===== config.mk =====
export PLATFORM = sky130hd
export DESIGN_NAME = cbsp_top
export DESIGN_NICKNAME = d
export VERILOG_FILES = /design/src/cbsp_pkg.sv /design/src/cbsp_top.sv
export SDC_FILE = /design/constraint.sdc
export NUM_CORES = 1
export LEC_CHECK = 0
export BUFFER_PORTS_ARGS = -buffer_cell sky130_fd_sc_hd__clkbuf_2
export CORE_MARGIN = 2
export CORE_UTILIZATION = 46
export CTS_BUF_LIST = sky130_fd_sc_hd__clkbuf_8 sky130_fd_sc_hd__clkbuf_16
export DETAILED_ROUTE_END_ITERATION = 7
export GPL_TIMING_DRIVEN = 0
export PLACE_DENSITY = 0.74
export SLEW_MARGIN = 10
export SYNTH_ARGS = -nofsm -noshare
export SYNTH_HDL_FRONTEND = slang
export SYNTH_SLANG_ARGS = --single-unit

===== constraint.sdc =====
create_clock -name CLK_I -period 1.7 [get_ports CLK_I]
set_input_delay 0.255 -clock CLK_I [delete_from_list [all_inputs] [get_ports CLK_I]]
set_output_delay 0.255 -clock CLK_I [all_outputs]
set_load 0.02 [all_outputs]

===== src/cbsp_pkg.sv =====
package cbsp_pkg;
  localparam logic [11:0] SOCK_CTRL_OFF  = 12'h010;
  localparam logic [11:0] SOCK_PM_OFF    = 12'h020;
  localparam logic [11:0] IRQ_STAT_OFF   = 12'h030;
  localparam logic [11:0] IRQ_CLR_OFF    = 12'h034;
  localparam logic [11:0] IRQ_EN_OFF     = 12'h038;
  localparam logic [11:0] FORCE_OFF      = 12'h03c;
  localparam logic [11:0] CARD_OFF       = 12'h040;
  localparam int          CTRL_ONE_BIT   = 10;
  localparam int          FOLLOW_BIT     = 7;
  localparam int          CARD_LSB       = 4;
  localparam int          PROG_LSB       = 0;
  localparam int          ACC_BIT        = 25;
  localparam int          MODE_BIT       = 24;
  localparam int          CLKEN_BIT      = 16;
  localparam int          SLOW_BIT       = 0;
  localparam int          RETEST_BIT     = 14;
  localparam int          FORCE_LSB      = 10;
  localparam int          PME_EN_BIT     = 0;
  localparam int          N_EVT          = 3;
  localparam logic [2:0]  SUP_OFF        = 3'h0;
  localparam logic [2:0]  SUP_12V        = 3'h1;
  localparam logic [2:0]  SUP_5V         = 3'h2;
  localparam logic [2:0]  SUP_3V3        = 3'h3;
  localparam logic [2:0]  SUP_XX         = 3'h4;
  localparam logic [2:0]  SUP_YY         = 3'h5;
  localparam int          SLOW_DIV       = 16;
  // accepted-voltage mask order from card: {YY, XX, 3V3, 5V}
  typedef struct packed {
    logic [2:0] card_code;
    logic [2:0] prog_code;
  } cbsp_supply_t;
  typedef enum logic [1:0] {
    CK_RUN  = 2'b00,
    CK_STOP = 2'b01,
    CK_SLOW = 2'b11
  } cbsp_ck_t;
endpackage


===== src/cbsp_top.sv =====
`timescale 1ns/10ps
module cbsp_top (
  input  wire logic        CLK_I,
  input  wire logic        RST_I,
  input  wire logic        GLOBAL_RESET_IN_I,
  input  wire logic        HOST_BUS_RESET_IN_I,
  input  wire logic        PSEL_I,
  input  wire logic        PENABLE_I,
  input  wire logic        PWRITE_I,
  input  wire logic [11:0] PADDR_I,
  input  wire logic [31:0] PWDATA_I,
  output logic      [31:0] PRDATA_O,
  output logic             PREADY_O,
  output logic             PSLVERR_O,
  input  wire logic [3:0]  CARD_VOLT_OK_I,
  input  wire logic        CARD_IDLE_I,
  input  wire logic        CARD_ACCESS_I,
  input  wire logic        HOST_CLKRUN_STOP_I,
  output cbsp_pkg::cbsp_supply_t SUPPLY_O,
  output logic             CARD_CLK_STOP_O,
  output logic             CARD_CLK_SLOW_O,
  output logic             IRQ_O
);
  // pin inputs: three-flop synchronisers, change seen when stages 2 and 3 agree
  localparam int NS = 6;
  logic [NS-1:0] s1_r, s2_r, s3_r, sv_r;
  logic [NS-1:0] pin_raw;
  assign pin_raw = {GLOBAL_RESET_IN_I, HOST_BUS_RESET_IN_I, CARD_IDLE_I,
                    CARD_ACCESS_I, HOST_CLKRUN_STOP_I, 1'b0};
  genvar g;
  generate
    for (g = 0; g < NS; g++) begin : g_sync
      always_ff @(posedge CLK_I) begin
        if (RST_I) begin
          s1_r[g] <= 1'b0;
          s2_r[g] <= 1'b0;
          s3_r[g] <= 1'b0;
          sv_r[g] <= 1'b0;
        end else begin
          s1_r[g] <= pin_raw[g];
          s2_r[g] <= s1_r[g];
          s3_r[g] <= s2_r[g];
          if (s2_r[g] == s3_r[g]) begin
            sv_r[g] <= s3_r[g];
          end
        end
      end
    end
  endgenerate
  logic global_reset_in, host_bus_reset_in, idle, acc, host_stop, acc_d_r;
  assign global_reset_in      = sv_r[5];
  assign host_bus_reset_in      = sv_r[4];
  assign idle      = sv_r[3];
  assign acc       = sv_r[2];
  assign host_stop = sv_r[1];

  // card voltage sense is a pin bundle too: same three-flop filter
  localparam int NV = 4;
  logic [NV-1:0] volt_s1_r;
  logic [NV-1:0] volt_s2_r;
  logic [NV-1:0] volt_s3_r;
  logic [NV-1:0] volt_sv_r;
  logic [NV-1:0] volt_r;
  genvar v;
  generate
    for (v = 0; v < NV; v++) begin : g_volt_sync
      always_ff @(posedge CLK_I) begin
        if (RST_I) begin
          volt_s1_r[v] <= 1'b0;
          volt_s2_r[v] <= 1'b0;
          volt_s3_r[v] <= 1'b0;
          volt_sv_r[v] <= 1'b0;
        end else begin
          volt_s1_r[v] <= CARD_VOLT_OK_I[v];
          volt_s2_r[v] <= volt_s1_r[v];
          volt_s3_r[v] <= volt_s2_r[v];
          if (volt_s2_r[v] == volt_s3_r[v]) begin
            volt_sv_r[v] <= volt_s3_r[v];
          end
        end
      end
    end
  endgenerate

  // registers
  localparam int N_EVT_W = cbsp_pkg::N_EVT;
  logic       follow_r;
  logic [2:0] card_req_r, prog_req_r;
  logic       clken_r, slow_r, acc_flag_r, pme_en_r, pwr_ctl_en_r;
  logic       clk_mode_r;
  logic [N_EVT_W-1:0] ist_r, ien_r;
  cbsp_pkg::cbsp_ck_t ck_r, ck_nxt;

  logic wr, rd;
  logic hit_ctrl, hit_pm, hit_st, hit_clr, hit_en, hit_frc, hit_card;
  assign wr = PSEL_I && PENABLE_I && PWRITE_I && PREADY_O;
  assign rd = PSEL_I && PENABLE_I && !PWRITE_I && PREADY_O;

  // address decode: one register per offset, unknown offsets hit none
  always_comb begin
    hit_ctrl = 1'b0;
    hit_pm   = 1'b0;
    hit_st   = 1'b0;
    hit_clr  = 1'b0;
    hit_en   = 1'b0;
    hit_frc  = 1'b0;
    hit_card = 1'b0;
    if (PADDR_I == cbsp_pkg::SOCK_CTRL_OFF) begin
      hit_ctrl = 1'b1;
    end else if (PADDR_I == cbsp_pkg::SOCK_PM_OFF) begin
      hit_pm = 1'b1;
    end else if (PADDR_I == cbsp_pkg::IRQ_STAT_OFF) begin
      hit_st = 1'b1;
    end else if (PADDR_I == cbsp_pkg::IRQ_CLR_OFF) begin
      hit_clr = 1'b1;
    end else if (PADDR_I == cbsp_pkg::IRQ_EN_OFF) begin
      hit_en = 1'b1;
    end else if (PADDR_I == cbsp_pkg::FORCE_OFF) begin
      hit_frc = 1'b1;
    end else if (PADDR_I == cbsp_pkg::CARD_OFF) begin
      hit_card = 1'b1;
    end
  end

  // one wait state: ready in the second cycle of the access phase
  always_ff @(posedge CLK_I) begin
    if (RST_I) begin
      PREADY_O <= 1'b0;
    end else begin
      PREADY_O <= PSEL_I && PENABLE_I && !PREADY_O;
    end
  end

  // supply fields: context bits, kept across host reset while PME on
  always_ff @(posedge CLK_I) begin
    if (RST_I || global_reset_in || (host_bus_reset_in && !pme_en_r)) begin
      card_req_r <= cbsp_pkg::SUP_OFF;
      prog_req_r <= cbsp_pkg::SUP_OFF;
    end else if (wr && hit_ctrl) begin
      card_req_r <= PWDATA_I[cbsp_pkg::CARD_LSB +: 3];
      prog_req_r <= PWDATA_I[cbsp_pkg::PROG_LSB +: 3];
    end
  end

  // host-reset cleared controls
  always_ff @(posedge CLK_I) begin
    if (RST_I || global_reset_in || host_bus_reset_in) begin
      follow_r <= 1'b0;
    end else if (wr && hit_ctrl) begin
      follow_r <= PWDATA_I[cbsp_pkg::FOLLOW_BIT];
    end
  end

  always_ff @(posedge CLK_I) begin
    if (RST_I || global_reset_in || host_bus_reset_in) begin
      clken_r <= 1'b0;
      slow_r  <= 1'b0;
    end else if (wr && hit_pm) begin
      clken_r <= PWDATA_I[cbsp_pkg::CLKEN_BIT];
      slow_r  <= PWDATA_I[cbsp_pkg::SLOW_BIT];
    end
  end

  always_ff @(posedge CLK_I) begin
    if (RST_I || global_reset_in || host_bus_reset_in) begin
      ien_r <= '0;
    end else if (wr && hit_en) begin
      ien_r <= PWDATA_I[N_EVT_W-1:0];
    end
  end

  // pme enable must outlive host reset, or that reset would wipe the
  // very context bits it is meant to protect
  always_ff @(posedge CLK_I) begin
    if (RST_I || global_reset_in) begin
      pme_en_r <= 1'b0;
    end else if (wr && hit_card) begin
      pme_en_r <= PWDATA_I[cbsp_pkg::PME_EN_BIT];
    end
  end

  // card voltage sense tracked while power control on, reloaded on retest; force parks power control
  always_ff @(posedge CLK_I) begin
    if (RST_I || global_reset_in || host_bus_reset_in) begin
      pwr_ctl_en_r <= 1'b1;
      volt_r       <= '0;
    end else begin
      if (wr && hit_frc && PWDATA_I[cbsp_pkg::RETEST_BIT]) begin
        pwr_ctl_en_r <= 1'b1;
        volt_r       <= volt_sv_r;
      end else if (wr && hit_frc && |PWDATA_I[cbsp_pkg::FORCE_LSB +: 4]) begin
        pwr_ctl_en_r <= 1'b0;
      end else if (pwr_ctl_en_r) begin
        volt_r <= volt_sv_r;
      end
    end
  end

  // access flag: set wins over read clear, only global reset clears
  always_ff @(posedge CLK_I) begin
    if (RST_I || global_reset_in) begin
      acc_flag_r <= 1'b0;
      acc_d_r    <= 1'b0;
    end else begin
      acc_d_r <= acc;
      if (acc && !acc_d_r) begin
        acc_flag_r <= 1'b1;
      end else if (rd && hit_pm) begin
        acc_flag_r <= 1'b0;
      end
    end
  end

  // clock stop/slow control
  logic allow;
  assign allow = clken_r && idle && (follow_r ? host_stop : 1'b1);
  // stop and slow never swap directly: always back through run first
  always_comb begin
    ck_nxt = ck_r;
    case (ck_r)
      cbsp_pkg::CK_RUN: begin
        if (allow) begin
          ck_nxt = slow_r ? cbsp_pkg::CK_SLOW
                          : cbsp_pkg::CK_STOP;
        end
      end
      cbsp_pkg::CK_STOP: begin
        if (!allow || slow_r) begin
          ck_nxt = cbsp_pkg::CK_RUN;
        end
      end
      cbsp_pkg::CK_SLOW: begin
        if (!allow || !slow_r) begin
          ck_nxt = cbsp_pkg::CK_RUN;
        end
      end
      default: ck_nxt = cbsp_pkg::CK_RUN;
    endcase
  end
  always_ff @(posedge CLK_I) begin
    if (RST_I || global_reset_in) begin
      ck_r            <= cbsp_pkg::CK_RUN;
      CARD_CLK_STOP_O <= 1'b0;
      CARD_CLK_SLOW_O <= 1'b0;
    end else begin
      ck_r            <= ck_nxt;
      CARD_CLK_STOP_O <= ck_nxt == cbsp_pkg::CK_STOP;
      CARD_CLK_SLOW_O <= ck_nxt == cbsp_pkg::CK_SLOW;
    end
  end

  always_ff @(posedge CLK_I) begin
    if (RST_I || global_reset_in) begin
      clk_mode_r <= 1'b0;
    end else begin
      clk_mode_r <= ck_nxt != cbsp_pkg::CK_RUN;
    end
  end

  // power switch drive: only legal, card-accepted codes reach the pins
  function automatic logic [2:0] legal(input logic [2:0] c,
                                       input logic       prog,
                                       input logic [3:0] ok);
    logic [2:0] r;
    r = cbsp_pkg::SUP_OFF;
    case (c)
      cbsp_pkg::SUP_12V: r = prog ? c : cbsp_pkg::SUP_OFF;
      cbsp_pkg::SUP_5V:  r = ok[0] ? c : cbsp_pkg::SUP_OFF;
      cbsp_pkg::SUP_3V3: r = ok[1] ? c : cbsp_pkg::SUP_OFF;
      cbsp_pkg::SUP_XX:  r = ok[2] ? c : cbsp_pkg::SUP_OFF;
      cbsp_pkg::SUP_YY:  r = ok[3] ? c : cbsp_pkg::SUP_OFF;
      default:           r = cbsp_pkg::SUP_OFF;
    endcase
    return r;
  endfunction

  logic [2:0] card_drv;
  logic [2:0] prog_drv;
  assign card_drv = legal(card_req_r, 1'b0, volt_r);
  // programming rail only alongside a live card rail
  assign prog_drv = (card_drv == cbsp_pkg::SUP_OFF) ? cbsp_pkg::SUP_OFF :
                    legal(prog_req_r, 1'b1, volt_r);
  always_ff @(posedge CLK_I) begin
    if (RST_I) begin
      SUPPLY_O <= '0;
    end else if (!pwr_ctl_en_r) begin
      SUPPLY_O <= '0;
    end else begin
      SUPPLY_O.card_code <= card_drv;
      SUPPLY_O.prog_code <= prog_drv;
    end
  end

  // interrupts: access, clock mode change, power control lost
  logic [N_EVT_W-1:0] ev;
  logic               ev_acc;
  logic               ev_mode;
  logic               ev_pwr;
  logic               pwr_d_r;
  logic               mode_d_r;
  always_ff @(posedge CLK_I) begin
    if (RST_I) begin
      pwr_d_r  <= 1'b1;
      mode_d_r <= 1'b0;
    end else begin
      pwr_d_r  <= pwr_ctl_en_r;
      mode_d_r <= clk_mode_r;
    end
  end
  assign ev_acc  = acc && !acc_d_r;
  assign ev_mode = clk_mode_r != mode_d_r;
  assign ev_pwr  = pwr_d_r && !pwr_ctl_en_r;
  assign ev      = {ev_pwr, ev_mode, ev_acc};
  always_ff @(posedge CLK_I) begin
    if (RST_I || global_reset_in) begin
      ist_r <= '0;
    end else begin
      ist_r <= ev | (ist_r & ~((wr && hit_clr) ? PWDATA_I[N_EVT_W-1:0] : '0));
    end
  end
  always_ff @(posedge CLK_I) begin
    if (RST_I) begin
      IRQ_O <= 1'b0;
    end else begin
      IRQ_O <= |(ist_r & ien_r);
    end
  end

  // read mux
  logic [31:0] rdat;
  always_comb begin
    rdat = '0;
    if (hit_ctrl) begin
      rdat[cbsp_pkg::CTRL_ONE_BIT]         = 1'b1;
      rdat[cbsp_pkg::FOLLOW_BIT]           = follow_r;
      rdat[cbsp_pkg::CARD_LSB +: 3]        = card_req_r;
      rdat[cbsp_pkg::PROG_LSB +: 3]        = prog_req_r;
    end else if (hit_pm) begin
      rdat[cbsp_pkg::ACC_BIT]   = acc_flag_r;
      rdat[cbsp_pkg::MODE_BIT]  = clk_mode_r;
      rdat[cbsp_pkg::CLKEN_BIT] = clken_r;
      rdat[cbsp_pkg::SLOW_BIT]  = slow_r;
    end else if (hit_st) begin
      rdat[N_EVT_W-1:0] = ist_r;
    end else if (hit_en) begin
      rdat[N_EVT_W-1:0] = ien_r;
    end else if (hit_card) begin
      rdat[cbsp_pkg::PME_EN_BIT] = pme_en_r;
      rdat[cbsp_pkg::FORCE_LSB +: 4] = volt_r;
      rdat[cbsp_pkg::RETEST_BIT] = pwr_ctl_en_r;
    end
  end
  logic known;
  assign known = hit_ctrl | hit_pm | hit_st | hit_clr | hit_en | hit_frc
                 | hit_card;
  // read data only while a read is in its access phase, zero otherwise
  always_ff @(posedge CLK_I) begin
    if (RST_I) begin
      PRDATA_O <= '0;
    end else begin
      PRDATA_O <= (PSEL_I && PENABLE_I && !PWRITE_I) ? rdat : '0;
    end
  end

  // error rides with the ready of the same transfer
  always_ff @(posedge CLK_I) begin
    if (RST_I) begin
      PSLVERR_O <= 1'b0;
    end else begin
      PSLVERR_O <= PSEL_I && PENABLE_I && !PREADY_O && !known;
    end
  end
endmodule


=== After elaboration in Yosys (flattened, before gate mapping) ===
Index checks and enable logic that the tools add are counted.

* Bits in registers: 107
* Output and inout bits: 43

* Equality and inequality tests: 31
* Muxes and demuxes: 62
* Bitwise operators: 15
* Reduce and logical (&&, ||, !) cells: 49

{| class="wikitable"
|+ Operators by type and width
! cell !! number
|-
| $eq A12 B6 Y1 const B || 5
|-
| $mux W1 || 39
|-
| $mux W3 || 11
|-
| $logic_and A1 B1 Y1 || 21
|-
| $pmux W3 S5 || 1
|-
| $eq A12 B5 Y1 const B || 1
|-
| $eq A12 B7 Y1 const B || 1
|-
| $eq A3 B2 Y1 const B || 4
|-
| $eq A3 B3 Y1 const B || 4
|-
| $mux W2 || 6
|-
| $mux W4 || 3
|-
| $pmux W3 S4 || 1
|-
| $eq A1 B1 Y1 || 9
|-
| $reduce_or A3 Y1 || 3
|-
| $logic_not A1 Y1 || 8
|-
| $reduce_or A4 Y1 || 2
|-
| $reduce_or A7 Y1 || 1
|-
| $and A3 B3 Y3 || 2
|-
| $or A1 B1 Y1 || 6
|-
| $pmux W2 S3 || 1
|-
| $reduce_bool A2 Y1 || 3
|-
| $reduce_or A2 Y1 || 3
|-
| $logic_or A1 B1 Y1 || 5
|-
| $not A1 Y1 || 5
|-
| other kinds (10) || 12
|}

=== Longest topological paths before layout ===
* Depth in word-level cells: 13
* Gate-level depth with buffers: 5
* Depth with buffers taken out: 4

=== Worst setup path after synthesis ===
Ideal clock, no wire load.

* Path type: input to register
* From: input PADDR_I[9]
* To: register acc_flag_r
* Library setup time: 121 ps
* Arrival time: 1566 ps
* Required time: 1579 ps
* Path slack: 13 ps
* Stages on the path: 4
* Path buffers: 0
* Path through: or4_4 > or4_4 > o31ai_2 > a21oi_1

* Cells in the longest elaborated chain, start to end: 5
* Elaborated cells between the ends (all ways): 6
* Those cells by class: eq/ne: 2; mux: 2; reduce/logical: 2

{| class="wikitable"
|+ RTL lines
! what !! line !! source
|-
| start: declaration || cbsp_top.sv:10 || <nowiki>input wire logic [11:0] PADDR_I,</nowiki>
|-
| $eq A12 B6 Y1 || cbsp_top.sv:110 || <nowiki>end else if (PADDR_I == cbsp_pkg::SOCK_PM_OFF) begin</nowiki>
|-
| $mux W1 || cbsp_top.sv:110 ||
|-
| $mux W1 (*) || cbsp_top.sv:108 || <nowiki>if (PADDR_I == cbsp_pkg::SOCK_CTRL_OFF) begin</nowiki>
|-
| $logic_and A1 B1 Y1 (*) || cbsp_top.sv:208 || <nowiki>end else if (rd && hit_pm) begin</nowiki>
|-
| $reduce_bool A2 Y1 (no source line) (*) || n/a ||
|-
| end signal: assignment || cbsp_top.sv:202 || <nowiki>acc_flag_r <= 1'b0;</nowiki>
|-
| end signal: assignment || cbsp_top.sv:207 || <nowiki>acc_flag_r <= 1'b1;</nowiki>
|-
| end signal: assignment || cbsp_top.sv:209 || <nowiki>acc_flag_r <= 1'b0;</nowiki>
|-
| end: declaration || cbsp_top.sv:89 || <nowiki>logic clken_r, slow_r, acc_flag_r, pme_en_r, pwr_ctl_en_r;</nowiki>
|}

Every way passes the cells marked *; elsewhere a longest branch is shown, timed or not.
A chain may end at the register's enable or synchronous reset.

=== Worst setup path in the final report ===
* From: input PADDR_I[6]
* To: register ist_r[0]

* Cells in the longest elaborated chain, start to end: 10
* Elaborated cells between the ends (all ways): 13
* Those cells by class: eq/ne: 4; mux: 5; bitwise: 3; reduce/logical: 1

{| class="wikitable"
|+ RTL lines
! what !! line !! source
|-
| $eq A12 B6 Y1 || cbsp_top.sv:114 || <nowiki>end else if (PADDR_I == cbsp_pkg::IRQ_CLR_OFF) begin</nowiki>
|-
| $mux W1 || cbsp_top.sv:114 ||
|-
| $mux W1 || cbsp_top.sv:112 || <nowiki>end else if (PADDR_I == cbsp_pkg::IRQ_STAT_OFF) begin</nowiki>
|-
| $mux W1 || cbsp_top.sv:110 ||
|-
| $mux W1 (*) || cbsp_top.sv:108 ||
|-
| $logic_and A1 B1 Y1 (*) || cbsp_top.sv:318 || <nowiki>ist_r <= ev | (ist_r & ~((wr && hit_clr) ? PWDATA_I[N_EVT_W-1:0] : '0));</nowiki>
|-
| $mux W3 (*) || cbsp_top.sv:318 ||
|-
| $not A3 Y3 (*) || cbsp_top.sv:318 ||
|-
| $and A3 B3 Y3 (*) || cbsp_top.sv:318 ||
|-
| $or A3 B3 Y3 (*) || cbsp_top.sv:318 ||
|-
| end signal: assignment || cbsp_top.sv:318 ||
|-
| end: declaration || cbsp_top.sv:91 || <nowiki>logic [N_EVT_W-1:0] ist_r, ien_r;</nowiki>
|}

Marked as above.

==> impl_metrics.yaml <==
power_and_ir_drop:
  power_density_nw_per_um2: 875
  ir_worst_vdd_mv: 0.523
  leakage_nw: 1.70
floorplan:
  num_rows: 31
  core_region_area_um2: 7330
  die_w_um: 91.5
  die_area_um2: 8370
  start_util: 0.480
  ioPinCount: 101
  die_h_um: 91.5
synth:
  yosysUniqueCellTypes: 47
  yosysSeqAreaShare: 0.512
  synth-edff-count: 0
  yosysTopAreaCellShare: 0.512
  ys_warn_count: 0
  yosys_register_bits: 90
  synth.avg_cell_area_um2: 9.27
  syn_inst: 380
  async_flop_share: 0
  syn_area_um2: 3520
  synthTopCellsByArea: "dfxtp_1, nor2b_1, a21oi_1, o21ai_0, buf_4"
  synth_ff_type: "dfxtp_1"
  yosysTopAreaCell: "dfxtp_1"
clocking:
  htreeDepth: 3
  cts_buffers: 9
  clk_latency_ns: 0.35
  root_buffer: "clkbuf_8"
  clk_pin_slew_ns: 0.09
  clock_path_buffers: 2
  cts.sink_count: 90
  cts_tree: "yes"
finish:
  multi_input_area_um2: 1600
  final_layout_size_suffix_gt1_frac: 0.238
  finalNetCount: 528
  seq_area_um2: 1800
  syn_to_final_growth_pct: 20.1
  fillerInstances: 689
  diodes: 0
  fin_cells: 574
routing:
  dr_total_vias: 2973
  drt_iter0_drc: 216
  antenna_left: 0
  wirelength_mm: 7.57
  first_pass_iters: 5
  wl_per_cell_um: 13.2
  drc: 0
  routed_via_density: 5.18
placement:
  numPlacedInstances: 558
  gp_congestion: 0.862
  portBuffers: 63
  dpl.hpwl_mm: 5.58
timing:
  fmax_mhz: 628
  fin_crit_sh: 0.936
  setup-violations-final: 0
  slew_viol_final: 0
  fin_crit_ns: 1.59
  timing.setup.tns_ns: 0
  worstMarginPinSlew_ns: 0.641
  fin_skew_ns: 0.00600
  slew_headroom: 0.568
  hold_viol: 0
worst_hold_path:
  hp-start: "CARD_VOLT_OK_I[2]"
  hold_path.class: "in2reg"
  hold_end: "volt_s1_r[2]"
  hold_depth: 2
grt:
  grt-ovfl-total: 0
  grt_pass1_vias: 2640
  groute.usage.overall: 0.185
  antenna_found_initial: 0
  grt_pass1_wl_mm: 12.4
  grt_max_degree: 16
worst_setup_path:
  reg2reg_depth: 5
  r2r_start: "PREADY_O"
  r2r_slack_ns: 0.15
  crit_arrival_ns: 1.82
  crit_type: "in2reg"
  critPathRequiredTime_ns: 1.92
  crit_fanout: 7
  start_kind: "primary input"
  end_kind: "flip-flop"
  regToRegEndpoint: "card_req_r[0]"
run_status:
  status: "finished, final reports clean"
run:
  cap_violations: 0
## layout by cell type (no fill, tap or decap), types with 3 or more instances in the layout
cell type  instances
nand4_1            8
a211oi_1           4
a21o_1             4
clkbuf_1          12
xor2_1             3
or2_2              4
nand2_1           19
nor2b_1           36
mux2i_1            4
o21ai_0           26
nor3_1             8
dfxtp_1           89
nand3_1           15
nor2_1             8
nand2b_1           8
a21oi_1           34
conb_1            17
inv_1              7
nor4_1            13
clkbuf_2          63
and2_1            12
a31oi_1            3
and3_1             3
clkbuf_8          10
and4_1             3
or3_1              5
buf_4             18
## layout make-up
cell class	count	share of cell area
clock buffers	10	0.0325
clock inverters	6	0.0101
inverters	6	0.00533
plain buffers	31	0.0429
flip-flops and latches	90	0.426
well taps	99	0.0293
repair buffers	64	0.0763
multi-input cells	268	0.377
## critical path, stage by stage
cell	delay (ns)
clkbuf_2	0.11
nor4_1	0.45
nand4_1	0.40
nor4_2	0.45
a31oi_1	0.15
## state kept, by name, indices dropped and copies added (netlist names), 2 cells and up
name	count
PRDATA_O	15
SUPPLY_O	6
card_req_r	3
ck_r	2
ien_r	3
ist_r	3
prog_req_r	3
s1_r	5
s2_r	5
s3_r	5
volt_r	4
volt_s1_r	4
volt_s2_r	4
volt_s3_r	4
volt_sv_r	4
## kinds of logic after synthesis
kind of cell,Yosys count,share of synthesized area
DFF,90,0.512
AOI/OAI and AO/OA,82,0.134
other,1,0.00107
and+or+nand+nor,160,0.269
xor gates and xnor gates,3,0.00746
muxes,6,0.0178
buffers and inverters,38,0.0590
## cells in the mapped netlist (5+ instances only)
library cell and number:
or3_1 5, nand2b_1 8, nor2b_1 36, inv_1 6, clkbuf_1 13, o21ai_0 27
nor3_1 10, nor2_1 8, nand4_1 8, and2_1 12, nand2_1 19, a21oi_1 34
buf_4 17, nor4_1 14, nand3_1 15, dfxtp_1 90
## routing by layer
layer  up-vias  wire (um)  track usage
met5         -          0            0
met4         0        157       0.0896
met3        13        418       0.0315
met2       101       3520        0.303
met1      1358       3470        0.237
li1       1501          -            -
## per-stage QoR
stage / utilization / setup WS [ns] / power (W) / hold slack, ns / cell area [um^2]
after floorplan: - / 0.0130 / 0.00234 / 0.353 / 3580
after global placement: 0.548 / -0.273 / 0.00243 / 0.416 / 4020
after detailed placement: 0.548 / -0.396 / 0.00243 / 0.425 / 4020
after CTS: 0.576 / 0.00199 / 0.00373 / 0.0849 / 4220
after global routing: 0.577 / -0.00842 / 0.00385 / 0.0906 / 4230
final: 0.577 / 0.108 / 0.00370 / 0.101 / 4230
## repair_timing
| action | CTS | global route |
|---|---|---|
| resized for setup | 3 | 4 |
| hold buffers | 0 | 0 |
| cloned | 0 | 0 |
| setup buffers | 1 | 0 |
| pin swaps | 1 | 2 |
| setup endpoints to repair | 12 | 14 |
## where the power goes
group          leakage [nW]  switching (W)  internal [W]
Combinational         0.874       0.000141     0.0000989
Clock                0.0941       0.000742      0.000573
Sequential            0.730      0.0000112       0.00213
## worst max path at each step
stage,start,end,cells past startpoint
after floorplan,PADDR_I[9],acc_flag_r,4
after global placement,PADDR_I[6],ist_r[0],5
after detailed placement,PADDR_I[6],ist_r[0],5
after CTS,PREADY_O,volt_r[3],5
after global routing,PADDR_I[6],ist_r[0],5
final,PADDR_I[6],ist_r[0],5
Note: power is estimated with default switching activity, not from simulation.
